`config.mk`:
```
export PLATFORM = sky130hd
export DESIGN_NAME = lfr_regs
export DESIGN_NICKNAME = d
export VERILOG_FILES = /design/src/design/lfr_pkg.sv /design/src/design/lfr_scratch_mem.sv /design/src/design/lfr_long_press.sv /design/src/design/lfr_regs.sv
export VERILOG_INCLUDE_DIRS = /design/src /design/src/design
export SDC_FILE = /design/constraint.sdc
export NUM_CORES = 1
export LEC_CHECK = 0
export ABC_AREA = 1
export BUFFER_PORTS_ARGS = -buffer_cell sky130_fd_sc_hd__buf_4
export CAP_MARGIN = 20
export CORE_ASPECT_RATIO = 0.7
export CORE_MARGIN = 1
export CORE_UTILIZATION = 44
export DETAILED_ROUTE_END_ITERATION = 6
export PLACE_DENSITY = 0.59
export SLEW_MARGIN = 20
export SYNTH_ARGS = -nofsm -noshare
export SYNTH_HDL_FRONTEND = slang
export SYNTH_SLANG_ARGS = --single-unit
```
`constraint.sdc`:
```
create_clock -name clock -period 6.7 [get_ports clock]
set_clock_uncertainty 0.15 [all_clocks]
set_input_delay 1.005 -clock clock [delete_from_list [all_inputs] [get_ports clock]]
set_output_delay 1.005 -clock clock [all_outputs]
set_load 0.03 [all_outputs]
```
`src/design/lfr_map.svh`:
```
// register offsets, field positions, reset values and timing figures of the ldo fault register bank
// assumes an includer that uses the names only; definitions only, no logic
`ifndef LFR_MAP_SVH
`define LFR_MAP_SVH

`define LFR_ADDR_W 8
`define LFR_DATA_W 8
`define LFR_FLAG_W 6

`define LFR_OFS_FLAGS 8'h20
`define LFR_OFS_MASKS 8'h21
`define LFR_OFS_LIVE 8'h22
`define LFR_OFS_CHARGER 8'h23
`define LFR_OFS_POWER 8'h24
`define LFR_OFS_SCRATCH_FIRST 8'h25
`define LFR_OFS_SCRATCH_SECOND 8'h26

`define LFR_BIT_LINREG4 5
`define LFR_BIT_LINREG3 4
`define LFR_BIT_RAIL_3V3 3
`define LFR_BIT_CARD_RAIL 2
`define LFR_BIT_LINREG2 1
`define LFR_BIT_LINREG1 0

`define LFR_BIT_CHARGER_EN 3
`define LFR_VSEL_MSB 2
`define LFR_VSEL_LSB 0
`define LFR_BIT_SC_SHUTDOWN 7
`define LFR_BIT_LONG_PRESS_OFF 1
`define LFR_BIT_AUTO_RESTART 0

`define LFR_RST_FLAGS 6'h00
`define LFR_RST_MASKS 6'h3F
`define LFR_RST_CHARGER 4'h0
`define LFR_RST_SCRATCH 8'h00

`define LFR_CLOCK_HZ 50_000_000
`define LFR_LONG_PRESS_S 4
`define LFR_LONG_PRESS_CYCLES (`LFR_LONG_PRESS_S * `LFR_CLOCK_HZ)

`endif

```
`src/design/lfr_pkg.sv`:
```
// types shared by the ldo fault register bank files
// assumes lfr_map.svh for the numeric constants
package lfr_pkg;
  typedef enum logic [1:0] {
    lfr_press_idle,
    lfr_press_counting,
    lfr_press_fired
  } lfr_press_state_type;
endpackage

```
`src/design/lfr_scratch_mem.sv`:
```
// two battery-backed scratch bytes with registered read data
// assumes backup_por_n comes from the coin-cell supply domain and is the only reset these bytes see
`timescale 1ns/10ps
`include "lfr_map.svh"
module lfr_scratch_mem
  import lfr_pkg::*;
#(
  parameter int DEPTH = 2,
  parameter int WIDTH = `LFR_DATA_W
) (
  input wire logic clock,
  input wire logic backup_por_n,
  input wire logic wr_en,
  input wire logic [$clog2(DEPTH)-1:0] wr_index,
  input wire logic [WIDTH-1:0] wr_data,
  input wire logic [$clog2(DEPTH)-1:0] rd_index,
  output logic [WIDTH-1:0] rd_data
);
  localparam int IW = $clog2(DEPTH);
  logic [WIDTH-1:0] store [DEPTH];

  // main reset is deliberately absent: contents survive main battery loss
  genvar e;
  generate
    for (e = 0; e < DEPTH; e++) begin : g_entry
      always_ff @(posedge clock or negedge backup_por_n) begin
        if (!backup_por_n) begin
          store[e] <= `LFR_RST_SCRATCH;
        end else if (wr_en && wr_index == IW'(e)) begin
          store[e] <= wr_data;
        end
      end
    end
  endgenerate

  always_ff @(posedge clock or negedge backup_por_n) begin
    if (!backup_por_n) begin
      rd_data <= `LFR_RST_SCRATCH;
    end else begin
      rd_data <= store[rd_index];
    end
  end
endmodule // lfr_scratch_mem

```
`src/design/lfr_long_press.sv`:
```
// power button hold timer: one pulse once the button has been held low for the full time
// assumes button_live is already synchronised to clock
`timescale 1ns/10ps
`include "lfr_map.svh"
module lfr_long_press
  import lfr_pkg::*;
#(
  parameter int HOLD_CYCLES = `LFR_LONG_PRESS_CYCLES
) (
  input wire logic clock,
  input wire logic rst,
  input wire logic button_live,
  output logic held_pulse
);
  localparam int CW = $clog2(HOLD_CYCLES + 1);
  localparam logic [CW-1:0] LAST = CW'(HOLD_CYCLES - 1);

  lfr_press_state_type state;
  logic [CW-1:0] count;

  // fires once per press; the button must be released before another pulse
  always_ff @(posedge clock or posedge rst) begin
    if (rst) begin
      state <= lfr_press_idle;
      count <= '0;
      held_pulse <= 1'b0;
    end else begin
      held_pulse <= 1'b0;
      case (state)
        lfr_press_idle: begin
          count <= '0;
          if (!button_live) begin
            state <= lfr_press_counting;
          end
        end
        lfr_press_counting: begin
          if (button_live) begin
            state <= lfr_press_idle;
          end else if (count == LAST) begin
            held_pulse <= 1'b1;
            state <= lfr_press_fired;
          end else begin
            count <= count + CW'(1);
          end
        end
        lfr_press_fired: begin
          if (button_live) begin
            state <= lfr_press_idle;
          end
        end
        default: begin
          state <= lfr_press_idle;
        end
      endcase
    end
  end
endmodule // lfr_long_press

```
`src/design/lfr_regs.sv`:
```
// ldo fault flags, masks, live state, charger and power control, scratch bytes
// assumes a serial control port on the same clock presents single-cycle read and write strobes
// What this block does
// - flag bits 5,4,3 for linreg4, linreg3, 3v3
// - flag bits 2,1,0 for card rail, linreg2, linreg1
// - flag stays set until written with one
// - writing zero leaves a flag unchanged
// - mask zero unmasks, mask one masks
// - unmasked flags drive interrupt pin; masked don't
// - mask bit shares position with its flag
// - live register read-only, tracks, never latches
// - live bit one above limit, zero normal
// - charger control bit 3 enables charger
// - charger bits 2:0 select output voltage
// - power bit 7 shuts overcurrent regulators down
// - power bit 1 allows off after hold
// - power bit 0 plus config restarts after off
// - scratch bytes survive main battery loss
// - only coin-cell reset clears scratch bytes
// - control registers accessible at any time
// - live bits after reset follow regulator state
// - button live bit follows button pin level
`timescale 1ns/10ps
`include "lfr_map.svh"
module lfr_regs
  import lfr_pkg::*;
#(
  parameter int LONG_PRESS_CYCLES = `LFR_LONG_PRESS_CYCLES
) (
  input wire logic clock,
  input wire logic rst,
  input wire logic backup_por_n,
  input wire logic [`LFR_ADDR_W-1:0] reg_addr,
  input wire logic reg_wr,
  input wire logic [`LFR_DATA_W-1:0] reg_wdata,
  input wire logic reg_rd,
  output logic [`LFR_DATA_W-1:0] reg_rdata,
  output logic reg_rvalid,
  input wire logic [`LFR_FLAG_W-1:0] overcurrent_in,
  input wire logic power_button_in,
  input wire logic power_config_bit,
  output logic irq_out_n,
  output logic [`LFR_FLAG_W-1:0] regulator_shutdown,
  output logic backup_charger_enable,
  output logic [`LFR_VSEL_MSB:0] backup_charge_voltage_sel,
  output logic enter_off_mode,
  output logic auto_restart_req,
  output logic power_button_live
);
  localparam int FW = `LFR_FLAG_W;

  logic [FW-1:0] oc_meta;
  logic [FW-1:0] ldo_fault_live_state;
  logic button_meta;
  logic button_sync;
  logic [FW-1:0] ldo_fault_flags;
  logic [FW-1:0] ldo_fault_masks;
  logic [7:0] power_behaviour_control;
  logic wr_flags;
  logic wr_masks;
  logic wr_charger;
  logic wr_power;
  logic wr_scratch;
  logic rd_pending;
  logic [`LFR_ADDR_W-1:0] rd_addr;
  logic [`LFR_DATA_W-1:0] scratch_rdata;
  logic [`LFR_DATA_W-1:0] next_rdata;
  logic held_pulse;

  assign wr_flags = reg_wr && reg_addr == `LFR_OFS_FLAGS;
  assign wr_masks = reg_wr && reg_addr == `LFR_OFS_MASKS;
  assign wr_charger = reg_wr && reg_addr == `LFR_OFS_CHARGER;
  assign wr_power = reg_wr && reg_addr == `LFR_OFS_POWER;
  assign wr_scratch = reg_wr && (reg_addr == `LFR_OFS_SCRATCH_FIRST || reg_addr == `LFR_OFS_SCRATCH_SECOND);

  // comparator outputs are asynchronous to clock; live bits appear two edges after the pin moves
  always_ff @(posedge clock or posedge rst) begin
    if (rst) begin
      oc_meta <= '0;
      ldo_fault_live_state <= '0;
      button_meta <= 1'b1;
      button_sync <= 1'b1;
    end else begin
      oc_meta <= overcurrent_in;
      ldo_fault_live_state <= oc_meta;
      button_meta <= power_button_in;
      button_sync <= button_meta;
    end
  end

  always_ff @(posedge clock or posedge rst) begin
    if (rst) begin
      power_button_live <= 1'b1;
    end else begin
      power_button_live <= button_sync;
    end
  end

  // clear first, then set, so a fault in the clearing cycle survives
  always_ff @(posedge clock or posedge rst) begin
    if (rst) begin
      ldo_fault_flags <= `LFR_RST_FLAGS;
    end else begin
      ldo_fault_flags <= (ldo_fault_flags & ~(wr_flags ? reg_wdata[FW-1:0] : '0))
                         | ldo_fault_live_state;
    end
  end

  always_ff @(posedge clock or posedge rst) begin
    if (rst) begin
      ldo_fault_masks <= `LFR_RST_MASKS;
    end else if (wr_masks) begin
      ldo_fault_masks <= reg_wdata[FW-1:0];
    end
  end

  always_ff @(posedge clock or posedge rst) begin
    if (rst) begin
      irq_out_n <= 1'b1;
    end else begin
      irq_out_n <= ~|(ldo_fault_flags & ~ldo_fault_masks);
    end
  end

  always_ff @(posedge clock or posedge rst) begin
    if (rst) begin
      {backup_charger_enable, backup_charge_voltage_sel} <= `LFR_RST_CHARGER;
    end else if (wr_charger) begin
      backup_charger_enable <= reg_wdata[`LFR_BIT_CHARGER_EN];
      backup_charge_voltage_sel <= reg_wdata[`LFR_VSEL_MSB:`LFR_VSEL_LSB];
    end
  end

  // only bits 7, 1 and 0 are implemented; the rest read zero
  always_ff @(posedge clock or posedge rst) begin
    if (rst) begin
      power_behaviour_control <= 8'h00;
    end else if (wr_power) begin
      power_behaviour_control <= reg_wdata & 8'h83;
    end
  end

  // a shut regulator stays off until its flag is cleared or protection is disabled
  always_ff @(posedge clock or posedge rst) begin
    if (rst) begin
      regulator_shutdown <= '0;
    end else if (!power_behaviour_control[`LFR_BIT_SC_SHUTDOWN]) begin
      regulator_shutdown <= '0;
    end else begin
      regulator_shutdown <= (regulator_shutdown & ~(wr_flags ? reg_wdata[FW-1:0] : '0))
                            | ldo_fault_live_state;
    end
  end

  lfr_long_press #(
    .HOLD_CYCLES(LONG_PRESS_CYCLES)
  ) u_long_press (
    .clock(clock),
    .rst(rst),
    .button_live(button_sync),
    .held_pulse(held_pulse)
  );

  always_ff @(posedge clock or posedge rst) begin
    if (rst) begin
      enter_off_mode <= 1'b0;
      auto_restart_req <= 1'b0;
    end else begin
      enter_off_mode <= held_pulse && power_behaviour_control[`LFR_BIT_LONG_PRESS_OFF];
      auto_restart_req <= held_pulse && power_behaviour_control[`LFR_BIT_LONG_PRESS_OFF]
                          && power_behaviour_control[`LFR_BIT_AUTO_RESTART] && power_config_bit;
    end
  end

  lfr_scratch_mem #(
    .DEPTH(2),
    .WIDTH(`LFR_DATA_W)
  ) u_scratch (
    .clock(clock),
    .backup_por_n(backup_por_n),
    .wr_en(wr_scratch),
    .wr_index(reg_addr == `LFR_OFS_SCRATCH_SECOND),
    .wr_data(reg_wdata),
    .rd_index(reg_addr == `LFR_OFS_SCRATCH_SECOND),
    .rd_data(scratch_rdata)
  );

  // two-cycle read so scratch and local registers share one latency
  always_ff @(posedge clock or posedge rst) begin
    if (rst) begin
      rd_pending <= 1'b0;
      rd_addr <= '0;
    end else begin
      rd_pending <= reg_rd;
      rd_addr <= reg_addr;
    end
  end

  always_comb begin
    next_rdata = 8'h00;
    case (rd_addr)
      `LFR_OFS_FLAGS: next_rdata = {2'b00, ldo_fault_flags};
      `LFR_OFS_MASKS: next_rdata = {2'b00, ldo_fault_masks};
      `LFR_OFS_LIVE: next_rdata = {2'b00, ldo_fault_live_state};
      `LFR_OFS_CHARGER: next_rdata = {4'h0, backup_charger_enable, backup_charge_voltage_sel};
      `LFR_OFS_POWER: next_rdata = power_behaviour_control;
      `LFR_OFS_SCRATCH_FIRST: next_rdata = scratch_rdata;
      `LFR_OFS_SCRATCH_SECOND: next_rdata = scratch_rdata;
      default: next_rdata = 8'h00;
    endcase
  end

  always_ff @(posedge clock or posedge rst) begin
    if (rst) begin
      reg_rdata <= 8'h00;
      reg_rvalid <= 1'b0;
    end else begin
      reg_rvalid <= rd_pending;
      reg_rdata <= rd_pending ? next_rdata : 8'h00;
    end
  end
endmodule // lfr_regs

```
==> results of run 1 <==
layout make-up:
type / instances / area (um^2) / area share, %
Tap cell: 157 / 196.4 / 2.975
Clock inverter: 12 / 153.9 / 2.330
Multi-Input combinational cell: 506 / 2241 / 33.93
Inverter: 65 / 246.5 / 3.732
Clock buffer: 20 / 456.7 / 6.916
Timing Repair Buffer: 52 / 394.1 / 5.968
Sequential cell: 116 / 2915 / 44.15
per-stage QoR:
stage | util, % | area, um^2 | hold slack, ns | std cells
floorplan | - | 5520 | 0.1812 | 703
global placement | 49.97 | 5983 | 0.1830 | 896
detailed placement | 49.97 | 5983 | 0.1879 | 896
CTS | 55.07 | 6594 | 0.2000 | 928
global route | 55.15 | 6604 | 0.2052 | 928
finish | 55.15 | 6604 | 0.1976 | 928
per-layer routing:
layer	share of wire, %	routed length (um)	vias up
met5	0	0	-
li1	-	-	2335
met1	54	7559	2207
met2	37	5139	181
met3	8.3	1158	19
met4	1.2	171	0
flip-flops by register name, indices dropped and copies added (netlist names), 2 cells and up:
register / count
u_long_press.count: 28
u_scratch.store: 16
rd_addr: 8
reg_rdata: 8
u_scratch.rd_data: 8
ldo_fault_flags: 6
ldo_fault_live_state: 6
ldo_fault_masks: 6
oc_meta: 6
regulator_shutdown: 6
backup_charge_voltage_sel: 3
power_behaviour_control: 3
u_long_press.state: 2
where the power goes:
group / leakage, nW / internal [W] / switching [W]
Combinational: 1.40 / 0.0000258 / 0.0000609
Clock: 0.304 / 0.000605 / 0.000320
Sequential: 1.49 / 0.000724 / 0.0000154
Total: 3.20 / 0.00135 / 0.000396
worst max-delay path, cell delays in order, from the launching register on:
cell,delay [ns]
dfrtp_1,0.51
ha_1,0.35
nand2_1,0.12
nor2_2,0.16
nand2_2,0.12
nor2_2,0.11
nand2_2,0.09
nand2_4,0.30
nand2_4,0.29
nand2_1,0.16
nand2_1,0.05
cells in the mapped netlist (all sizes together):
cell	count	area, um^2
o211ai	1	7.510
o21bai	1	7.510
nand2	249	954.7
a21oi	9	45.04
o22ai	3	18.77
inv	64	240.2
nor3b	2	15.01
nand3	85	425.4
o21ai	30	150.1
or2	1	6.260
nor3	12	76.33
nand3b	2	15.01
a31oi	1	6.260
and2	1	6.260
dfrtp	106	2653
xnor2	4	35.03
clkbuf	7	26.28
nor2	94	365.4
xor2	8	70.07
clkinv	1	3.750
ha	1	12.51
dfstp	10	262.8
nand4	2	12.51
buf	9	105.1
cells by family after synthesis:
logic type / count (synthesis)
compound gates: 45
fa+ha+maj: 1
simple gates: 448
flops: 116
xor+xnor: 12
buf+inv: 81
final timing paths:
path                                       start                 endpoint  cells after the start
setup / recovery           u_long_press.count[0]   u_long_press.count[22]                     10
hold / removal                        oc_meta[0]  ldo_fault_live_state[0]                      0
setup reg to reg           u_long_press.count[0]   u_long_press.count[22]                     10
hold reg to reg                       oc_meta[0]  ldo_fault_live_state[0]                      0
max in group asynchronous                    rst   u_long_press.count[15]                      3
min in group asynchronous           backup_por_n       u_scratch.store[3]                      1
==> flow_summary.json, run 1 <==
{
  "status": "finished, final reports clean",
  "drt_iter0_drc": 418,
  "initial_core_util_pct": 46.10,
  "critPathRequiredTime_ns": 6.85,
  "cts.path.max_buffers": 2,
  "cp.arrival_ns": 2.70,
  "synth_compound_area_share_pct": 4.261,
  "antenna_found_initial": 0,
  "fin_tns_setup_ns": 0,
  "timing_hold_violations_final": 0,
  "synth.area.mux_share_pct": 0,
  "setup_viol": 0,
  "drive_gt1_share_pct": 13.88,
  "ys_ff_latch": 116,
  "synth_nets": 733,
  "boundaryPins": 52,
  "clk_pin_slew_ns": 0.06,
  "vias_per_cell": 5.110,
  "ir_worst_vdd_mv": 0.1813,
  "dieArea_um2": 13010,
  "vias": 4742,
  "nets": 788,
  "syn_inst": 703,
  "layout_commonest_cell": "nand2_1",
  "post-place-ws_ns": 3.959,
  "hold_path_class": "reg -> reg",
  "drcViolationCount": 0,
  "rsz0062_at_grt": "no",
  "fmax_ghz": 0.3912,
  "yosys.area_share.simple_pct": 34.00,
  "syn2layout_area_growth_pct": 19.63,
  "drt.antenna.violating_nets": 0,
  "cts_max_level": 4,
  "gp_congestion": 0.9415,
  "fillers": 1098,
  "routed_wirelength_um": 14030,
  "critPathKind": "reg -> reg",
  "ys_seq_area_share_pct": 52.81,
  "postCtsSetupRepairBufs": 0,
  "p_total_w": 0.001750,
  "slew_violations": 0,
  "grt.total_usage_pct": 23.94,
  "postCtsHoldBufs": 0,
  "gr-usage-met2_pct": 30.10,
  "drt_first_pass_iters": 5,
  "grt_busiest_layer": "met1",
  "synth_xor_area_share_pct": 1.904,
  "setup_ws_ns": 4.143,
  "cts_buffers": 17,
  "overflow": 0,
  "p_leak_nw": 3.202,
  "dieWidth_um": 135.9,
  "endpoint_kind": "flop",
  "grt_pass1_vias": 4433,
  "grt_pass1_wl_um": 23050,
  "grt_util_met1_pct": 38.32,
  "ctsResizeCount": 0,
  "startpoint_type": "flop",
  "cts_root_buffer": "clkbuf_16",
  "die_y_um": 95.72,
  "met3_usage_pct": 6.372,
  "drv_cap": 0,
  "wl_per_cell_um": 15.12,
  "synth_cell_types": 32,
  "synthAdderAreaFrac_pct": 0.2267,
  "min_period_ns": 2.557,
  "cts_tree": "built",
  "clock_latency_ns": 0.41,
  "n_antenna_cell": 0,
  "pwr_density_cell_nw_per_um2": 265.1,
  "relSlewSlack_pct": 39.65,
  "synth_top_family_by_area": "simple AND/OR/NAND/NOR gates",
  "worstMarginPinSlew_ns": 0.8984,
  "coreArea_um2": 11970,
  "worst-r2r-setup-slack_ns": 4.14,
  "dpl.hpwl_um": 10080,
  "cts_num_sinks": 116,
  "rows": 33,
  "finalCritPeriodShare_pct": 38.16,
  "grt_start_max_net_pins": 81,
  "cp_max_fo": 29,
  "avgSynthCellArea_um2": 7.852,
  "layout_common_cells": "nand2_1, dfrtp_1, nor2_1, nand3_1, inv_1",
  "synthesis.area_um2": 5520,
  "portBuffers": 51,
  "yosys_warnings": 0
}
Power figures use the tool's default switching activity.
==> run 2: changes to the inputs <==
--- a/config.mk
+++ b/config.mk
@@ -6,7 +6,7 @@
 export SDC_FILE = /design/constraint.sdc
 export NUM_CORES = 1
 export LEC_CHECK = 0
-export ABC_AREA = 1
+export ABC_AREA = 0
 export BUFFER_PORTS_ARGS = -buffer_cell sky130_fd_sc_hd__buf_4
 export CAP_MARGIN = 20
 export CORE_ASPECT_RATIO = 0.7
==> constraint.sdc (replaced) <==
create_clock -name clock -period 2.5 [get_ports clock]
set_clock_uncertainty 0.15 [all_clocks]
set_input_delay 0.375 -clock clock [delete_from_list [all_inputs] [get_ports clock]]
set_output_delay 0.375 -clock clock [all_outputs]
set_load 0.03 [all_outputs]
==> run 2 against run 1 <==
Net effect:
- global-route usage fell by 1.4 points
- setup slack got worse by 4.0 ns
- critical path depth decreased by 3
- first-iteration DRC count shrank 19%
- hold slack worse by 0.14 ns
- sequential power rose to 2.7 times the previous value
- sequential cell count stayed put
- synthesized cell count is 37% lower
- count of clock-buffer cells in the layout shrank 1
- core utilization is 3.3 points higher
- register-to-register slack worse by 3.9 ns
- non-clock buffer count is 32 higher
- largest cell class unchanged
- highest routed layer unchanged
==> flow_summary.json, run 2 <==
{
  "swShare_pct": 22.28,
  "routed_wirelength_um": 12640,
  "ir_worst_vdd_mv": 0.4818,
  "overflow": 0,
  "cp_max_fo": 4,
  "clock_latency_ns": 0.41,
  "cts_max_level": 4,
  "synth_compound_area_share_pct": 13.32,
  "critPathRequiredTime_ns": 2.64,
  "syn2layout_area_growth_pct": 26.99,
  "pwr-share-clk_pct": 52.3,
  "dieWidth_um": 131.7,
  "setup_viol": 0,
  "yosys.area.top_type": "dfrtp_1",
  "wl_per_cell_um": 18.29,
  "grt.total_usage_pct": 22.59,
  "timing_hold_violations_final": 0,
  "layout_common_cells": "dfrtp_1, buf_4, mux2_2, nand2_1, nor2_1",
  "finalInstanceArea_um2": 6575,
  "drcViolationCount": 0,
  "ctsResizeCount": 0,
  "postCtsSetupRepairBufs": 0,
  "rows": 32,
  "synth_xor_area_share_pct": 0.1692,
  "portBuffers": 51,
  "coreArea_um2": 11250,
  "cp.arrival_ns": 2.49,
  "placed_area_um2": 5784,
  "worstMarginPinSlew_ns": 0.5760,
  "fin_tns_setup_ns": 0,
  "synth-edff-count": 0,
  "largest_reg_flops": 28,
  "grt_pass1_wl_um": 20700,
  "yosys.area_share.simple_pct": 16.89,
  "avgSynthCellArea_um2": 11.74,
  "synth.area.mux_share_pct": 10.34,
  "cts_buffers": 17,
  "hold_ws_ns": 0.06034,
  "drt_first_pass_iters": 5,
  "p_sw_w": 0.001055,
  "cts_num_sinks": 116,
  "status": "finished, final reports clean",
  "clk_pin_slew_ns": 0.05,
  "drt.antenna.violating_nets": 0,
  "top_regs": "u_long_press.count (28), u_scratch.store (16)",
  "drive_gt1_share_pct": 30.67,
  "hold_path_class": "in -> reg",
  "dpl.hpwl_um": 8731,
  "p_int_w": 0.003680,
  "dieArea_um2": 12210,
  "grt_pass1_vias": 3817,
  "synth_cell_types": 61,
  "vias": 3908,
  "die_y_um": 92.76,
  "fmax_ghz": 0.4256,
  "endpoint_kind": "flop",
  "synth_nets": 471,
  "cts_tree": "built",
  "ys_seq_area_share_pct": 56.31,
  "slew_violations": 0,
  "relSlewSlack_pct": 61.52,
  "cts.path.max_buffers": 2,
  "utilization_pct": 58.44,
  "n_antenna_cell": 0,
  "pwr_density_cell_nw_per_um2": 720.2,
  "synthAdderAreaFrac_pct": 0.2417,
  "grt_start_max_net_pins": 48,
  "startpoint_type": "primary input",
  "cts_root_buffer": "clkbuf_16",
  "postCtsHoldBufs": 18,
  "combinationalPowerShare_pct": 5.8,
  "nets": 555,
  "drt_iter0_drc": 340,
  "largest_register": "u_long_press.count",
  "gp_congestion": 0.8392,
  "synthArstFlopShare_pct": 100.0,
  "synth_area_leaders": "dfrtp_1, mux2_2, dfstp_2",
  "syn_inst": 441,
  "post-synth-top-count-cell": "dfrtp_1",
  "min-delay-start": "power_config_bit",
  "setup_ws_ns": 0.1504,
  "synth_top_area_share_pct": 51.23,
  "synthesis.area_um2": 5177,
  "synth_commonest_cells": "dfrtp_1, mux2_2, nand2_1, nor2_1, nand3_1",
  "layout_commonest_cell": "dfrtp_1",
  "ys.flop_type": "dfrtp_1",
  "timing.rr.start": "u_long_press.count[1]",
  "synth_top_family_by_area": "simple AND/OR/NAND/NOR gates",
  "drv_cap": 0,
  "rsz0062_at_grt": "no",
  "post-place-ws_ns": 0.3054,
  "power.share.sequential_pct": 41.9,
  "p_leak_nw": 3.020,
  "ys_ff_latch": 116,
  "critPathKind": "in -> reg",
  "initial_core_util_pct": 46.02,
  "boundaryPins": 52,
  "min_period_ns": 2.350,
  "yosys_warnings": 0,
  "finalCritPeriodShare_pct": 93.98,
  "crit_start": "reg_addr[3]",
  "vias_per_cell": 5.656,
  "antenna_found_initial": 0
}
[run 2: changes by cell type after synthesis, moves of 12 or more]
cell	change
inv_1	-52
nand3_1	-68
nand2_1	-209
o21ai_1	+12
mux2_2	+39
o21ai_0	-24
nor2b_1	+15
o31ai_1	+14
nor2_1	-69
[run 2: power by group through the flow]
stage               clock [W]  combinational (W)  sequential [W]
global placement            0           0.000248         0.00201
global route          0.00260           0.000299         0.00199
floorplan                   0           0.000127         0.00201
finish                0.00248           0.000273         0.00198
detailed placement          0           0.000252         0.00202
CTS                   0.00251           0.000276         0.00198
[run 2: logic make-up (layout without fill, tap and decap cells)]
| group | after synthesis | count (layout) |
|---|---|---|
| xor+xnor | 1 | 1 |
| buf+inv | 31 | 128 |
| compound gates | 95 | 95 |
| fa+ha+maj | 1 | 1 |
| simple gates | 151 | 151 |
| mux | 46 | 46 |
| flops | 116 | 116 |
[run 2: area by class of cell]
class / instances / area (um^2)
clock inverter: 13 / 157.7
multi-input combinational: 294 / 2121
tap: 153 / 191.4
clock buffer: 19 / 452.9
inverter: 12 / 48.80
sequential: 116 / 2915
timing repair buffer: 84 / 688.2
fill: 928 / 4676
[run 2: per-layer routing]
| metal | vias to the layer above | wire [um] | global-route usage (%) | part of all wire (%) |
|---|---|---|---|---|
| met5 | - | 0 | 0 | 0 |
| met4 | 0 | 159 | 7.752 | 1.3 |
| met3 | 16 | 693 | 6.185 | 5.5 |
| met2 | 141 | 5258 | 30.91 | 42 |
| met1 | 1941 | 6529 | 33.94 | 52 |
| li1 | 1810 | - | - | - |
[run 2: metrics by stage]
stage                     cells  total power (W)
after floorplan             441         0.002140
after global placement      641         0.002261
after detailed placement    641         0.002268
after CTS                   691         0.004771
after global routing        691         0.004892
final                       691         0.004735
[run 2: critical path, stage by stage]
cell and delay, ns:
dlygate4sd3_1 0.54, buf_4 0.14, nor3_1 0.22, and2b_1 0.25
nand2_1 0.11, nor3b_1 0.47, mux2_2 0.39
[run 2: path summary, 6_finish.rpt]
check                                             endpoint  slack (ns)  depth (start not counted)
min in group asynchronous               u_scratch.store[8]        0.25                          2
worst max-delay path            power_behaviour_control[1]        0.15                          7
worst max register to register       u_long_press.count[0]        0.27                          6
max in group asynchronous               ldo_fault_masks[0]        1.08                          4
worst min register to register     ldo_fault_live_state[4]        0.20                          0
worst min-delay path                      auto_restart_req        0.06                          2
==> run 3: changes to the inputs <==
--- a/config.mk
+++ b/config.mk
@@ -12,6 +12,7 @@
 export CORE_ASPECT_RATIO = 0.7
 export CORE_MARGIN = 1
 export CORE_UTILIZATION = 44
+export CTS_BUF_LIST = sky130_fd_sc_hd__clkbuf_4 sky130_fd_sc_hd__clkbuf_8
 export DETAILED_ROUTE_END_ITERATION = 6
 export PLACE_DENSITY = 0.59
 export SLEW_MARGIN = 20
==> run 3 against run 2 <==
Net effect:
- non-clock buffer count unchanged
- cell count is the same
- design area fell by 2.9%
- combinational power is essentially flat
- count of clock-buffer cells in the layout stayed put
- wire length about the same
- global-route usage fell by 0.12 points
- critical path depth stayed put
- sequential share of layout area is 1.3 points higher
- via count increased by 0.69%
- core utilization is 1.7 points lower
- critical path type unchanged
==> flow_summary.json, run 3 (synthesized netlist as in run 2, its figures left out) <==
{
  "status": "finished, final reports clean",
  "seqCellArea_um2": 2915,
  "min_period_ns": 2.324,
  "fin_tns_setup_ns": 0,
  "drive_gt1_share_pct": 30.67,
  "critPathKind": "in -> reg",
  "critPathRequiredTime_ns": 2.67,
  "fmax_ghz": 0.4303,
  "wl_per_cell_um": 18.31,
  "grt.total_usage_pct": 22.47,
  "drt_iter0_drc": 306,
  "hold_path_class": "in -> reg",
  "cts_num_sinks": 116,
  "dieArea_um2": 12210,
  "grt_start_max_net_pins": 48,
  "clock_latency_ns": 0.44,
  "initial_core_util_pct": 46.02,
  "ir_worst_vdd_mv": 0.3674,
  "dieWidth_um": 131.7,
  "pwr-share-clk_pct": 44.7,
  "drt_first_pass_iters": 6,
  "die_y_um": 92.76,
  "cp_max_fo": 4,
  "routed_wirelength_um": 12650,
  "rows": 32,
  "vias": 3935,
  "finalCritPeriodShare_pct": 92.97,
  "p_leak_nw": 2.932,
  "rsz0062_at_grt": "no",
  "power.share.sequential_pct": 48.6,
  "coreArea_um2": 11250,
  "drcViolationCount": 0,
  "cp.arrival_ns": 2.49,
  "hold_ws_ns": 0.03323,
  "combinationalPowerShare_pct": 6.7,
  "gp_congestion": 0.8392,
  "layout_common_cells": "dfrtp_1, buf_4, mux2_2, nand2_1, nor2_1",
  "postCtsSetupRepairBufs": 0,
  "top_regs": "u_long_press.count (28), u_scratch.store (16)",
  "utilization_pct": 56.74,
  "grt_pass1_vias": 3854,
  "syn2layout_area_growth_pct": 23.30,
  "portBuffers": 51,
  "largest_register": "u_long_press.count",
  "dpl.hpwl_um": 8731,
  "slew_violations": 0,
  "overflow": 0,
  "antenna_found_initial": 0,
  "cts.path.max_buffers": 2,
  "relSlewSlack_pct": 61.83,
  "grt_pass1_wl_um": 20620,
  "cts_buffers": 17,
  "timing_hold_violations_final": 0,
  "pwr_density_cell_nw_per_um2": 638.5,
  "worstMarginPinSlew_ns": 0.5713,
  "cts_tree": "built",
  "setup_viol": 0,
  "p_int_w": 0.003098,
  "cts_max_level": 4,
  "clk_pin_slew_ns": 0.07,
  "fillers": 953,
  "nets": 555,
  "drt.antenna.violating_nets": 0,
  "layout_commonest_cell": "dfrtp_1",
  "multi_input_area_um2": 2121,
  "startpoint_type": "primary input",
  "p_sw_w": 0.0009783,
  "n_antenna_cell": 0,
  "drv_cap": 0,
  "swShare_pct": 24.00,
  "vias_per_cell": 5.695,
  "endpoint_kind": "flop",
  "cts_root_buffer": "clkbuf_8",
  "largest_reg_flops": 28,
  "boundaryPins": 52
}
==> run 3: metal layers <==
layer / wire [um] / global-route usage (%) / vias to the layer above / share of wire, %
met5: 0 / 0 / - / 0
met4: 208 / 9.205 / 0 / 1.6
met3: 725 / 5.200 / 22 / 5.7
met2: 5245 / 31.08 / 149 / 41
met1: 6471 / 33.55 / 1952 / 51
li1: - / - / 1812 / -
==> run 3: layout make-up <==
class	instances	share of cell area [%]
Sequential cell	116	45.67
Multi-Input combinational cell	294	33.22
Timing Repair Buffer	84	10.78
Clock buffer	19	4.096
Tap cell	153	2.999
Clock inverter	13	2.470
Inverter	12	0.7644
==> run 3: final timing paths <==
| check | startpoint | endpoint | slack, ns | depth (start not counted) |
|---|---|---|---|---|
| hold reg to reg | oc_meta[0] | ldo_fault_live_state[0] | 0.20 | 0 |
| max in group asynchronous | rst | irq_out_n | 1.11 | 4 |
| hold / removal | power_config_bit | auto_restart_req | 0.03 | 2 |
| setup / recovery | reg_addr[3] | power_behaviour_control[1] | 0.18 | 7 |
| setup reg to reg | u_long_press.count[1] | u_long_press.count[13] | 0.28 | 6 |
| min in group asynchronous | backup_por_n | u_scratch.rd_data[6] | 0.23 | 2 |
==> run 3: stage by stage <==
| step | total power [W] | area [um^2] | instances | worst slack [ns] |
|---|---|---|---|---|
| after floorplan | 0.002140 | 5181 | 441 | 0.4823 |
| after global placement | 0.002261 | 5784 | 641 | 0.3402 |
| after detailed placement | 0.002268 | 5784 | 641 | 0.3054 |
| after CTS | 0.004105 | 6384 | 691 | 0.2001 |
| after global routing | 0.004211 | 6384 | 691 | 0.08671 |
| final | 0.004076 | 6384 | 691 | 0.1758 |
==> run 3: power groups by stage <==
stage / Sequential, W / Clock [W] / Combinational (W)
floorplan: 0.00201 / 0 / 0.000127
finish: 0.00198 / 0.00182 / 0.000272
CTS: 0.00198 / 0.00185 / 0.000276
detailed placement: 0.00202 / 0 / 0.000252
global route: 0.00199 / 0.00192 / 0.000299
global placement: 0.00201 / 0 / 0.000248
==> run 3: critical path: stages <==
cell           delay, ns
dlygate4sd3_1       0.54
buf_4               0.14
nor3_1              0.22
and2b_1             0.25
nand2_1             0.11
nor3b_1             0.47
mux2_2              0.39
==> run 3: timing repair <==
| item | 4_1_cts | 5_1_grt |
|---|---|---|
| hold endpoints to repair | 62 | 0 |
| gates resized for setup | 0 | 0 |
| hold buffers | 18 | 0 |
